**src/hw/snmpaf_params.svh**
```systemverilog
// Purpose: constants of the request filter and agent front end
// Assumes: 10 MHz core clock, apb register access
// Notes: register offsets are byte addresses
// How it works
// - answer only requests to local ip
// - source must match one of five stations
// - udp destination must equal agent port
// - community exact bytes, up to 63
// - one community for reads and writes
// - first char selects slot 1-9, A-C
// - slot prefix needs at-sign, then community
// - agent is slot zero or bare community
// - console serial 9600 baud 8N1
// - masked destination equals masked gateway means local
// - local goes direct, else via gateway
// - console transmit line held idle high, nothing shown
// - traps use configured trap port
// - each trap copied to every configured station
// - trap on either power supply failure
// - get to slot zero returns contact, location, name strings
// - network link 10 or 100 Mb/s
// - enter raises a one-cycle menu request, no menu printed
`ifndef SNMPAF_PARAMS_SVH
`define SNMPAF_PARAMS_SVH
`define SNMPAF_CLK_HZ 10000000
`define SNMPAF_BAUD 9600
`define SNMPAF_BAUD_DIV ((`SNMPAF_CLK_HZ + `SNMPAF_BAUD / 2) / `SNMPAF_BAUD)
`define SNMPAF_NUM_STATIONS 5
`define SNMPAF_MAX_STR 63
`define SNMPAF_NUM_SLOTS 12
`define SNMPAF_OFS_LOCAL_IP 12'h000
`define SNMPAF_OFS_STATION0 12'h004
`define SNMPAF_OFS_GATEWAY 12'h018
`define SNMPAF_OFS_MASK 12'h01c
`define SNMPAF_OFS_PORTS 12'h020
`define SNMPAF_OFS_COMM_LEN 12'h024
`define SNMPAF_OFS_STATUS 12'h028
`define SNMPAF_OFS_PSU 12'h02c
`define SNMPAF_OFS_COMM 12'h100
`define SNMPAF_OFS_CONTACT 12'h200
`define SNMPAF_OFS_LOCATION 12'h300
`define SNMPAF_OFS_NAME 12'h400
`define SNMPAF_RST_IP 32'hffffffff
`define SNMPAF_RST_MASK 32'h00000000
`define SNMPAF_RST_AGENT_PORT 16'h00a1
`define SNMPAF_RST_TRAP_PORT 16'h00a2
`define SNMPAF_AT_SIGN 8'h40
`define SNMPAF_CR 8'h0d
`endif

```
**src/hw/snmpaf_pkg.sv**
```systemverilog
// Purpose: types of the request filter
// Assumes: nothing
// Notes: none
package snmpaf_pkg;
   typedef enum logic [1:0] {SNMPAF_CHK_IDLE, SNMPAF_CHK_BYTES, SNMPAF_CHK_DONE} snmpaf_chk_type;
   typedef enum logic [1:0] {SNMPAF_TRAP_IDLE, SNMPAF_TRAP_SEND, SNMPAF_TRAP_WAIT} snmpaf_trap_type;
   typedef enum logic [1:0] {SNMPAF_STR_CONTACT, SNMPAF_STR_LOCATION, SNMPAF_STR_NAME, SNMPAF_STR_NONE} snmpaf_str_type;
endpackage

```
**src/hw/snmpaf_agent_filter.sv**
```systemverilog
// Purpose: snmp agent request admission, slot routing, reply routing, traps
// Assumes: request header fields arrive parallel, community as byte stream
// Notes: console serial port receives enter and emits a menu event only
//
// Chosen here: the APB register port and the address map.
`timescale 1ns/100ps
`include "snmpaf_params.svh"
module snmpaf_agent_filter
   import snmpaf_pkg::*;
#(
   parameter int STATIONS = `SNMPAF_NUM_STATIONS,
   parameter int MAXSTR = `SNMPAF_MAX_STR
)
(
   input wire logic core_clk,
   input wire logic sys_rst,
   input wire logic psel,
   input wire logic penable,
   input wire logic pwrite,
   input wire logic [11:0] paddr,
   input wire logic [31:0] pwdata,
   output logic [31:0] prdata,
   output logic pready,
   output logic pslverr,
   input wire logic reqStart,
   input wire logic [31:0] reqDstIp,
   input wire logic [31:0] reqSrcIp,
   input wire logic [15:0] reqDstPort,
   input wire logic [1:0] reqGetString,
   input wire logic commValid,
   input wire logic [7:0] commByte,
   input wire logic commLast,
   output logic reqAccept,
   output logic reqDrop,
   output logic [3:0] reqSlot,
   output logic [2:0] reqStation,
   output logic [1:0] reqString,
   input wire logic [31:0] destIp,
   output logic destLocal,
   output logic [31:0] nextHopIp,
   input wire logic [3:0] strIndex,
   input wire logic [5:0] strAddr,
   output logic [7:0] strByte,
   input wire logic moduleTrap,
   input wire logic [1:0] psuFail,
   output logic trapValid,
   output logic [31:0] trapDstIp,
   output logic [15:0] trapDstPort,
   input wire logic trapReady,
   input wire logic consoleRx,
   output logic consoleTx,
   output logic menuRequest
);
   // ======================================
   // configuration storage
   logic [31:0] localIp;
   logic [31:0] stationIp [STATIONS];
   logic [31:0] gatewayIp;
   logic [31:0] subnetMask;
   logic [15:0] agentPort;
   logic [15:0] trapPort;
   logic [5:0] commLen;
   logic [7:0] commMem [64];
   logic [7:0] contactMem [64];
   logic [7:0] locationMem [64];
   logic [7:0] nameMem [64];
   logic [1:0] psuSeen;
   logic [2:0] lastStation;
   logic lastLocal;
   logic lastAccept;
   logic [3:0] lastSlot;

   function automatic logic sameSubnet(input logic [31:0] a, input logic [31:0] g, input logic [31:0] m);
      return (a & m) == (g & m);
   endfunction

   wire logic wrEn = psel && penable && pwrite;
   wire logic [3:0] region = paddr[11:8];
   wire logic [5:0] memIdx = paddr[7:2];
   wire logic [2:0] stIdx = 3'((paddr - `SNMPAF_OFS_STATION0) >> 2);
   wire logic stSel = paddr >= `SNMPAF_OFS_STATION0 && paddr < `SNMPAF_OFS_GATEWAY && paddr[1:0] == 2'b00;

   // ======================================
   // apb slave
   assign pready = 1'b1;

   always_ff @(posedge core_clk or posedge sys_rst)
   begin
      if (sys_rst)
      begin
         localIp <= `SNMPAF_RST_IP;
         gatewayIp <= `SNMPAF_RST_IP;
         subnetMask <= `SNMPAF_RST_MASK;
         agentPort <= `SNMPAF_RST_AGENT_PORT;
         trapPort <= `SNMPAF_RST_TRAP_PORT;
         commLen <= 6'h00;
         for (int i = 0; i < STATIONS; i++)
            stationIp[i] <= `SNMPAF_RST_IP;
      end
      else if (wrEn)
      begin
         if (paddr == `SNMPAF_OFS_LOCAL_IP)
            localIp <= pwdata;
         if (stSel)
            stationIp[stIdx] <= pwdata;
         if (paddr == `SNMPAF_OFS_GATEWAY)
            gatewayIp <= pwdata;
         if (paddr == `SNMPAF_OFS_MASK)
            subnetMask <= pwdata;
         if (paddr == `SNMPAF_OFS_PORTS)
         begin
            agentPort <= pwdata[15:0];
            trapPort <= pwdata[31:16];
         end
         if (paddr == `SNMPAF_OFS_COMM_LEN)
            commLen <= (pwdata > 32'(MAXSTR)) ? 6'(MAXSTR) : pwdata[5:0];
      end
   end

   // string memories, no reset
   always_ff @(posedge core_clk)
   begin
      if (wrEn)
      begin
         case (region)
            4'h1: commMem[memIdx] <= pwdata[7:0];
            4'h2: contactMem[memIdx] <= pwdata[7:0];
            4'h3: locationMem[memIdx] <= pwdata[7:0];
            4'h4: nameMem[memIdx] <= pwdata[7:0];
            default: ;
         endcase
      end
   end

   logic mapped;
   logic [31:0] rdMux;
   always_comb
   begin
      mapped = 1'b1;
      rdMux = 32'h00000000;
      case (region)
         4'h0:
         begin
            if (paddr == `SNMPAF_OFS_LOCAL_IP)
               rdMux = localIp;
            else if (stSel)
               rdMux = stationIp[stIdx];
            else if (paddr == `SNMPAF_OFS_GATEWAY)
               rdMux = gatewayIp;
            else if (paddr == `SNMPAF_OFS_MASK)
               rdMux = subnetMask;
            else if (paddr == `SNMPAF_OFS_PORTS)
               rdMux = {trapPort, agentPort};
            else if (paddr == `SNMPAF_OFS_COMM_LEN)
               rdMux = {26'h0, commLen};
            else if (paddr == `SNMPAF_OFS_STATUS)
               rdMux = {21'h0, lastLocal, lastSlot, lastStation, lastAccept, 2'b00};
            else if (paddr == `SNMPAF_OFS_PSU)
               rdMux = {30'h0, psuSeen};
            else
               mapped = 1'b0;
         end
         4'h1: rdMux = {24'h0, commMem[memIdx]};
         4'h2: rdMux = {24'h0, contactMem[memIdx]};
         4'h3: rdMux = {24'h0, locationMem[memIdx]};
         4'h4: rdMux = {24'h0, nameMem[memIdx]};
         default: mapped = 1'b0;
      endcase
   end

   assign pslverr = psel && penable && !mapped;

   always_ff @(posedge core_clk or posedge sys_rst)
   begin
      if (sys_rst)
         prdata <= 32'h00000000;
      else if (psel && !penable && !pwrite)
         prdata <= rdMux; // loaded in setup so data stands through access
   end

   // ======================================
   // header checks, latched at request start
   logic hdrOk;
   logic [2:0] hitStation;
   logic anyHit;
   always_comb
   begin
      anyHit = 1'b0;
      hitStation = 3'h0;
      for (int i = STATIONS - 1; i >= 0; i--)
      begin
         if (stationIp[i] == reqSrcIp && stationIp[i] != `SNMPAF_RST_IP)
         begin
            anyHit = 1'b1;
            hitStation = 3'(i);
         end
      end
   end

   // ======================================
   // community matcher: accepts bare, 0@ or slot@ prefix
   snmpaf_chk_type chkState;
   logic [6:0] pos;
   logic bareOk;
   logic preOk;
   logic [3:0] preSlot;
   logic [1:0] strSel;

   function automatic logic [4:0] slotOf(input logic [7:0] c);
      if (c >= 8'h30 && c <= 8'h39)
         return {1'b1, 4'(c - 8'h30)};
      else if (c >= 8'h41 && c <= 8'h43)
         return {1'b1, 4'(c - 8'h37)};
      else
         return 5'h00;
   endfunction

   wire logic [4:0] firstSlot = slotOf(commByte);
   wire logic [5:0] preIdx = 6'(pos - 7'd2);
   wire logic bareMatch = pos < 7'(commLen) && commByte == commMem[pos[5:0]];
   wire logic preMatch = pos >= 7'd2 && preIdx < commLen && commByte == commMem[preIdx];

   always_ff @(posedge core_clk or posedge sys_rst)
   begin
      if (sys_rst)
      begin
         chkState <= SNMPAF_CHK_IDLE;
         pos <= 7'h00;
         bareOk <= 1'b0;
         preOk <= 1'b0;
         preSlot <= 4'h0;
         hdrOk <= 1'b0;
         strSel <= 2'b11;
         lastStation <= 3'h0;
      end
      else
      begin
         case (chkState)
            SNMPAF_CHK_IDLE:
            begin
               if (reqStart)
               begin
                  hdrOk <= reqDstIp == localIp && anyHit && reqDstPort == agentPort;
                  lastStation <= hitStation;
                  strSel <= reqGetString;
                  pos <= 7'h00;
                  bareOk <= 1'b1;
                  preOk <= 1'b1;
                  chkState <= SNMPAF_CHK_BYTES;
               end
            end
            SNMPAF_CHK_BYTES:
            begin
               if (commValid)
               begin
                  bareOk <= bareOk && bareMatch;
                  if (pos == 7'd0)
                  begin
                     preOk <= firstSlot[4];
                     preSlot <= firstSlot[3:0];
                  end
                  else if (pos == 7'd1)
                     preOk <= preOk && commByte == `SNMPAF_AT_SIGN;
                  else
                     preOk <= preOk && preMatch;
                  if (pos < 7'd66)
                     pos <= pos + 7'd1;
                  if (commLast)
                     chkState <= SNMPAF_CHK_DONE;
               end
            end
            SNMPAF_CHK_DONE: chkState <= SNMPAF_CHK_IDLE;
            default: chkState <= SNMPAF_CHK_IDLE;
         endcase
      end
   end

   // full length checked at completion; pos is total byte count
   wire logic bareFull = bareOk && pos == 7'(commLen);
   wire logic preFull = preOk && pos == 7'(commLen) + 7'd2;
   wire logic passAll = hdrOk && (bareFull || preFull);

   always_ff @(posedge core_clk or posedge sys_rst)
   begin
      if (sys_rst)
      begin
         reqAccept <= 1'b0;
         reqDrop <= 1'b0;
         reqSlot <= 4'h0;
         reqStation <= 3'h0;
         reqString <= 2'b11;
         lastAccept <= 1'b0;
         lastSlot <= 4'h0;
      end
      else
      begin
         reqAccept <= chkState == SNMPAF_CHK_DONE && passAll;
         reqDrop <= chkState == SNMPAF_CHK_DONE && !passAll;
         if (chkState == SNMPAF_CHK_DONE)
         begin
            reqSlot <= bareFull ? 4'h0 : preSlot;
            reqStation <= lastStation;
            reqString <= (passAll && (bareFull || preSlot == 4'h0)) ? strSel : 2'b11;
            lastAccept <= passAll;
            lastSlot <= bareFull ? 4'h0 : preSlot;
         end
      end
   end

   // ======================================
   // reply routing and string readout
   always_ff @(posedge core_clk or posedge sys_rst)
   begin
      if (sys_rst)
      begin
         destLocal <= 1'b0;
         nextHopIp <= 32'h00000000;
         lastLocal <= 1'b0;
         strByte <= 8'h00;
      end
      else
      begin
         destLocal <= sameSubnet(destIp, gatewayIp, subnetMask);
         nextHopIp <= sameSubnet(destIp, gatewayIp, subnetMask) ? destIp : gatewayIp;
         if (reqAccept)
            lastLocal <= sameSubnet(stationIp[reqStation], gatewayIp, subnetMask);
         case (snmpaf_str_type'(strIndex[1:0]))
            SNMPAF_STR_CONTACT: strByte <= contactMem[strAddr];
            SNMPAF_STR_LOCATION: strByte <= locationMem[strAddr];
            SNMPAF_STR_NAME: strByte <= nameMem[strAddr];
            default: strByte <= 8'h00;
         endcase
      end
   end

   // ======================================
   // trap fan-out to all configured stations
   snmpaf_trap_type trapState;
   logic [2:0] trapIdx;
   logic trapPend;
   logic [1:0] psuPrev;
   wire logic psuEvent = |(psuFail & ~psuPrev);
   wire logic trapCause = moduleTrap || psuEvent;

   always_ff @(posedge core_clk or posedge sys_rst)
   begin
      if (sys_rst)
      begin
         trapState <= SNMPAF_TRAP_IDLE;
         trapIdx <= 3'h0;
         trapPend <= 1'b0;
         psuPrev <= 2'b00;
         psuSeen <= 2'b00;
         trapValid <= 1'b0;
         trapDstIp <= 32'h00000000;
         trapDstPort <= 16'h0000;
      end
      else
      begin
         psuPrev <= psuFail;
         psuSeen <= psuSeen | psuFail;
         if (trapCause)
            trapPend <= 1'b1;
         case (trapState)
            SNMPAF_TRAP_IDLE:
            begin
               if (trapPend || trapCause)
               begin
                  trapPend <= 1'b0;
                  trapIdx <= 3'h0;
                  trapState <= SNMPAF_TRAP_SEND;
               end
            end
            SNMPAF_TRAP_SEND:
            begin
               if (int'(trapIdx) >= STATIONS)
                  trapState <= SNMPAF_TRAP_IDLE;
               else if (stationIp[trapIdx] == `SNMPAF_RST_IP)
                  trapIdx <= trapIdx + 3'h1;
               else
               begin
                  trapValid <= 1'b1;
                  trapDstIp <= stationIp[trapIdx];
                  trapDstPort <= trapPort;
                  trapState <= SNMPAF_TRAP_WAIT;
               end
            end
            SNMPAF_TRAP_WAIT:
            begin
               if (trapReady)
               begin
                  trapValid <= 1'b0;
                  trapIdx <= trapIdx + 3'h1;
                  trapState <= SNMPAF_TRAP_SEND;
               end
            end
            default: trapState <= SNMPAF_TRAP_IDLE;
         endcase
      end
   end

   // ======================================
   // console receiver, 8N1; enter raises menu request
   logic [11:0] baudCnt;
   logic [3:0] bitCnt;
   logic [7:0] rxShift;
   logic rxBusy;
   always_ff @(posedge core_clk or posedge sys_rst)
   begin
      if (sys_rst)
      begin
         baudCnt <= 12'h000;
         bitCnt <= 4'h0;
         rxShift <= 8'h00;
         rxBusy <= 1'b0;
         menuRequest <= 1'b0;
      end
      else
      begin
         menuRequest <= 1'b0;
         if (!rxBusy)
         begin
            if (!consoleRx)
            begin
               rxBusy <= 1'b1;
               baudCnt <= 12'(`SNMPAF_BAUD_DIV / 2);
               bitCnt <= 4'h0;
            end
         end
         else if (baudCnt == 12'h000)
         begin
            baudCnt <= 12'(`SNMPAF_BAUD_DIV - 1);
            bitCnt <= bitCnt + 4'h1;
            if (bitCnt >= 4'h1 && bitCnt <= 4'h8)
               rxShift <= {consoleRx, rxShift[7:1]};
            if (bitCnt == 4'h9)
            begin
               rxBusy <= 1'b0;
               menuRequest <= consoleRx && rxShift == `SNMPAF_CR;
            end
         end
         else
            baudCnt <= baudCnt - 12'h001;
      end
   end

   assign consoleTx = 1'b1;
endmodule // snmpaf_agent_filter

```
**config.mk**
```make
export PLATFORM = sky130hd
export DESIGN_NAME = snmpaf_agent_filter
export DESIGN_NICKNAME = d
export VERILOG_FILES = /design/src/hw/snmpaf_pkg.sv /design/src/hw/snmpaf_agent_filter.sv
export VERILOG_INCLUDE_DIRS = /design/src /design/src/hw
export SDC_FILE = /design/constraint.sdc
export NUM_CORES = 2
export LEC_CHECK = 0
export BUFFER_PORTS_ARGS = -buffer_cell sky130_fd_sc_hd__buf_2
export CAP_MARGIN = 20
export CORE_UTILIZATION = 45
export CTS_BUF_LIST = sky130_fd_sc_hd__clkbuf_4
export CTS_CLUSTER_DIAMETER = 60
export DETAILED_ROUTE_END_ITERATION = 8
export MAX_ROUTING_LAYER = met4
export PLACE_DENSITY = 0.69
export SKIP_CTS_REPAIR_TIMING = 1
export SLEW_MARGIN = 25
export SYNTH_ARGS = -nofsm -noshare
export SYNTH_HDL_FRONTEND = slang
export SYNTH_SLANG_ARGS = --single-unit
```
**constraint.sdc**
```tcl
create_clock -name core_clk -period 41.4 [get_ports core_clk]
set_input_delay 8.28 -clock core_clk [delete_from_list [all_inputs] [get_ports core_clk]]
set_output_delay 8.28 -clock core_clk [all_outputs]
set_load 0.03 [all_outputs]
```
### Yosys cells after proc, flatten, opt, wreduce, memory -nomap -nowiden

Memories as Yosys holds them, arrays and structs flattened.
Cells that the tools add are included.

* $add $sub $neg: 9
* $lt $le $gt $ge: 18
* eq/ne operators: 51
* multiplexer cells: 104
* bitwise gates (word level): 11
* reduce and logical (&&, ||, !) cells: 70

Operator list (count)
* 2-to-1 mux 32 bit: 13
* binary-select mux 32 bit (select 3 bit): 3
* == test 32 bit: 8
* bitwise mux 160 bit: 1
* inequality test 32 bit (second input constant): 5
* case mux 32 bit (5 select lines): 1
* AND 32 bit: 3
* demux 32 bit (select 3 bit): 1
* == test 12 x 6 -> 1 bit (second input constant): 4
* 2-to-1 mux 1 bit: 43
* 2-to-1 mux 12 bit: 3
* == test 32 bit (second input constant): 1
* greater-than comparator 32 x 6 -> 1 bit (second input constant): 1
* logical AND 1 bit: 31
* 2-to-1 mux 3 bit: 9
* == test 12 x 5 -> 1 bit (second input constant): 2
* logical NOT 12 bit: 2
* case mux 8 bit (3 select lines): 1
* 2-to-1 mux 11 bit: 2
* 2-to-1 mux 7 bit: 3
* 2-to-1 mux 2 bit: 9
* inequality test 2 bit (second input constant): 9
* AND reduction 3 bit: 6
* == test 16 bit: 1
* 63 further kinds: 101

* bits in registers: 486
* RAM bits: 2048
* input bits: 189
* memories kept: 4

Memories
* commMem: depth 64, bits a word 8, read ports 3, clocked after memory_dff 0, wr ports 1, RTL line snmpaf_agent_filter.sv:63 `logic [7:0] commMem [64];`
* contactMem: depth 64, bits a word 8, read ports 2, clocked after memory_dff 0, wr ports 1, RTL line snmpaf_agent_filter.sv:64 `logic [7:0] contactMem [64];`
* locationMem: depth 64, bits a word 8, read ports 2, clocked after memory_dff 0, wr ports 1, RTL line snmpaf_agent_filter.sv:65 `logic [7:0] locationMem [64];`
* nameMem: depth 64, bits a word 8, read ports 2, clocked after memory_dff 0, wr ports 1, RTL line snmpaf_agent_filter.sv:66 `logic [7:0] nameMem [64];`

### Longest topological paths before layout

* word-level depth: 12
* mapped depth: 17

### Least setup slack after synthesis

No wires, ideal clock.

* path type: input-to-output
* start: input paddr[3]
* end: output pslverr
* arrival time: 11.010 ns
* data required time: 33.120 ns
* slack: 22.110 ns
* stages: 11
* path through: clkbuf_1 clkbuf_1 clkbuf_1 inv_1 ha_1 nor2_1 a221o_1 buf_2 buf_2 o211ai_1 nor4_1

* word-level cells in the longest chain between the ends: 12
* elaborated cells between the ends (all ways): 22
* classes of those cells: order compare (2); eq/ne (6); mux (9); reduce/logical (5)

Ends and longest elaborated chain
* from (decl): RTL line snmpaf_agent_filter.sv:20 `input wire logic [11:0] paddr,`
* == test 12 x 6 -> 1 bit (no line)
* 2-to-1 mux 1 bit: RTL line snmpaf_agent_filter.sv:158 `` else if (paddr == `SNMPAF_OFS_PSU) ``
* 2-to-1 mux 1 bit: RTL line snmpaf_agent_filter.sv:156 `` else if (paddr == `SNMPAF_OFS_STATUS) ``
* 2-to-1 mux 1 bit: RTL line snmpaf_agent_filter.sv:154 `` else if (paddr == `SNMPAF_OFS_COMM_LEN) ``
* 2-to-1 mux 1 bit: RTL line snmpaf_agent_filter.sv:152 `` else if (paddr == `SNMPAF_OFS_PORTS) ``
* 2-to-1 mux 1 bit: RTL line snmpaf_agent_filter.sv:150 `` else if (paddr == `SNMPAF_OFS_MASK) ``
* 2-to-1 mux 1 bit: RTL line snmpaf_agent_filter.sv:148 `` else if (paddr == `SNMPAF_OFS_GATEWAY) ``
* 2-to-1 mux 1 bit: RTL line snmpaf_agent_filter.sv:146 `else if (stSel)`
* 2-to-1 mux 1 bit *: RTL line snmpaf_agent_filter.sv:144 `` if (paddr == `SNMPAF_OFS_LOCAL_IP) ``
* case mux 1 bit (2 select lines) *: RTL line snmpaf_agent_filter.sv:141 `case (region)`
* logical NOT 1 bit *: RTL line snmpaf_agent_filter.sv:171 `assign pslverr = psel && penable && !mapped;`
* logical AND 1 bit *: RTL line snmpaf_agent_filter.sv:171
* to (decl): RTL line snmpaf_agent_filter.sv:24 `output logic pslverr,`

Every way passes the cells marked *; elsewhere a longest branch is shown, timed or not.

### Final worst setup path

Same ends and word-level chain as after synthesis.

==> results.txt <==
RSZ-0062 raised after global routing - no
global-route wire length before repair - 685000 um
clk root buf - clkbuf_4
design area - 138000 um^2
most area-hungry cell type in the Yosys netlist - edfxtp_1
CTS Buffer Depth - 4
number of remaining DRC errors - 0
Post-synth top cells - 2048 x edfxtp_1, 962 x a22oi_1, 778 x mux4_2
max-slew violations - 0
CORE AREA - 275000 um^2
Crit path max-delay family - buffers and inverters
share of the synthesized area in the top cell type - 0.493
CP Data Required Time - 33.12 ns
routed len/inst - 38.6 um
CP endpoint kind - output port
Routability Congestion - 1.04
die span in y - 529 um
Reg clk slew, reported paths - 0.06 ns
Setup WS pre-CTS - 21.41 ns
final setup margin - 21.30 ns
number of global-route vias before repair - 88755
ys flop type - edfxtp_1
most frequent CP cell - buf_4
syn avg cell area - 15.2 um^2
cell count after synthesis - 8224
power per cell area - 45.3 nW/um^2
simple-gate share of the synthesized area - 0.0572
total global-route track usage - 0.359
vias per cell - 7.14
row count - 192
Total Neg Setup Slack - 0 ns
status - complete, no violations
clock period minus worst slack - 20.10 ns
CP peak stage delay - 0.76 ns
Final Hold Violating Endpoints - 0
largest net degree at the start of global routing - 142
Yosys reg bits - 2534
Peak Freq - 49.7 MHz
drt first pass iters - 9
post-synthesis mux area share - 0.184
Synth Area in Compound Gates - 0.115
CTS tree - yes
Area growth, synth to finish - 10.9%
worst path bufs/invs - 4
initial antenna violation count - 60
Initial Util - 0.454
period utilisation layout - 0.486
die area - 279000 um^2
relative slew slack - 0.158
nets@finish - 8864
Cell Count, Final, Fillers Out - 12880
synthesized area - 125000 um^2
synth unique cells - 95
DR top layer - met4
Seq/Total Area, Yosys - 0.593
critical path launch point type - input pin
CP cell instances - buf_4, inv_1, ha_1, nor2_1, a221o_1, buf_4, o211ai_1, nor4_1, buf_2
IO Pins - 326
Metal-1 WL - 171000 um
ANT nets after route - 0
met2 routed WL - 212000 um
Leak - 0.0449 uW
VDD IR-drop max - 45.3 uV
Placed Instance Area - 130000 um^2
worst hold path type - flop to flop
Post-synth ARST share - 0.192
Post-synth EDFFs - 2048
htree depth - 6
Clk Latency, worst-skew pair - 1.64 ns
DR WL met3 - 80800 um
fraction of layout cells with a size suffix above 1 - 0.337
Crit Path Category - input pin to output port
adder-cell share of the synthesized area - 0.00381
dpl hpwl - 323000 um
Crit path arrival time - 11.82 ns
clk sinks - 2534
gr ovfl total - 0
Setup Skew - 0.185 ns
MaxCap Viol Count - 0
crit-path max FO - 66
wirelength, routed - 497000 um
CP max stage cell - buf_4
Die W - 529 um
post-synthesis xor/xnor area fraction - 0.0210
Slew @ Worst Pin - 1.26 ns
most frequent cell after synthesis - edfxtp_1
setup violators final - 0
YS warnings - 0
top cells by area, synth - edfxtp_1 49%, mux4_2 14%, a22oi_1 5.8%
Cells after DPL - 11674
TritonCTS buffer count - 647
largest family of logic cells by synthesized area - multiplexers
starting DRC count in detailed routing - 15775
PortBufs - 321
via count - 92022
-- layer usage --
layer / global-route usage / vias to the layer above
li1: - / 35531
met1: 0.448 / 46159
met2: 0.499 / 8689
met3: 0.134 / 1643
met4: 0.207 / 0
met5: - / -
-- kinds of logic (layout without fill, tap and decap cells) --
family | Yosys count | after routing
other | 1 | 76
multiplexers | 1267 | 1267
AND/OR/NAND/NOR | 1356 | 1356
flip-flops | 2534 | 2534
AO/OA/AOI/OAI | 1931 | 1931
adder cells (fa/ha/maj) | 38 | 38
buffers and inverters | 798 | 1693
XOR/XNOR | 299 | 299
-- area by class of cell --
cell class,count,area [um^2]
Antenna cell,74,185
Clock buffer,926,6950
Clock inverter,206,1270
Fill cell,23045,136000
Inverter,41,161
Multi-Input combinational cell,4893,47900
Sequential cell,2534,74000
Tap cell,3686,4610
Timing Repair Buffer,520,3390
-- sequential cells by signal (all words and copies together), names as in the netlist, 32 cells and up --
register and count:
localIp 32, contactMem 512, commMem 512, subnetMask 32, trapDstIp 32, nameMem 512, gatewayIp 32, locationMem 512
nextHopIp 32, stationIp 160, prdata 32
-- cells in the final DEF (no fill, tap or decap), drive strengths merged, types with 162 or more instances in the layout --
master  count
a22oi     962
buf       512
clkbuf    934
clkinv    162
dfrtp     252
dfstp     234
edfxtp   2048
mux2      380
mux4      779
nand2     320
nor2      368
xnor2     213
-- worst min-delay path, cell delays in order, from the launching register on --
cell,delay (ns)
dfstp_2,0.37
nand2_1,0.05
nand2_1,0.05
-- power by group --
group	total [uW]	internal [uW]	switching (uW)
sequential	2820	2780	44.3
combinational	1270	468	801
clock	2180	1100	1080
total	6270	4340	1930
-- path summary, 6_finish.rpt --
| kind | cells past startpoint | endpoint | slack [ns] | start |
|---|---|---|---|---|
| worst max-delay path | 9 | pslverr | 21.30 | paddr[3] |
| worst min-delay path | 2 | strSel[0] | 0.47 | strSel[0] |
| worst max register to register | 12 | preOk | 34.72 | pos[2] |
| worst min register to register | 2 | strSel[0] | 0.47 | strSel[0] |
| max in group asynchronous | 4 | subnetMask[11] | 32.18 | sys_rst |
| min in group asynchronous | 2 | agentPort[6] | 6.90 | sys_rst |
-- per-stage QoR --
step                      power (uW)  hold WS, ns   util
after global placement          4080        0.456  0.473
after CTS                       6230        0.467  0.503
after detailed placement        4090        0.459  0.473
after floorplan                 3650        0.439      -
after global routing            6430        0.486  0.504
final                           6270        0.466  0.504
Note: power is estimated with default switching activity, not from simulation.
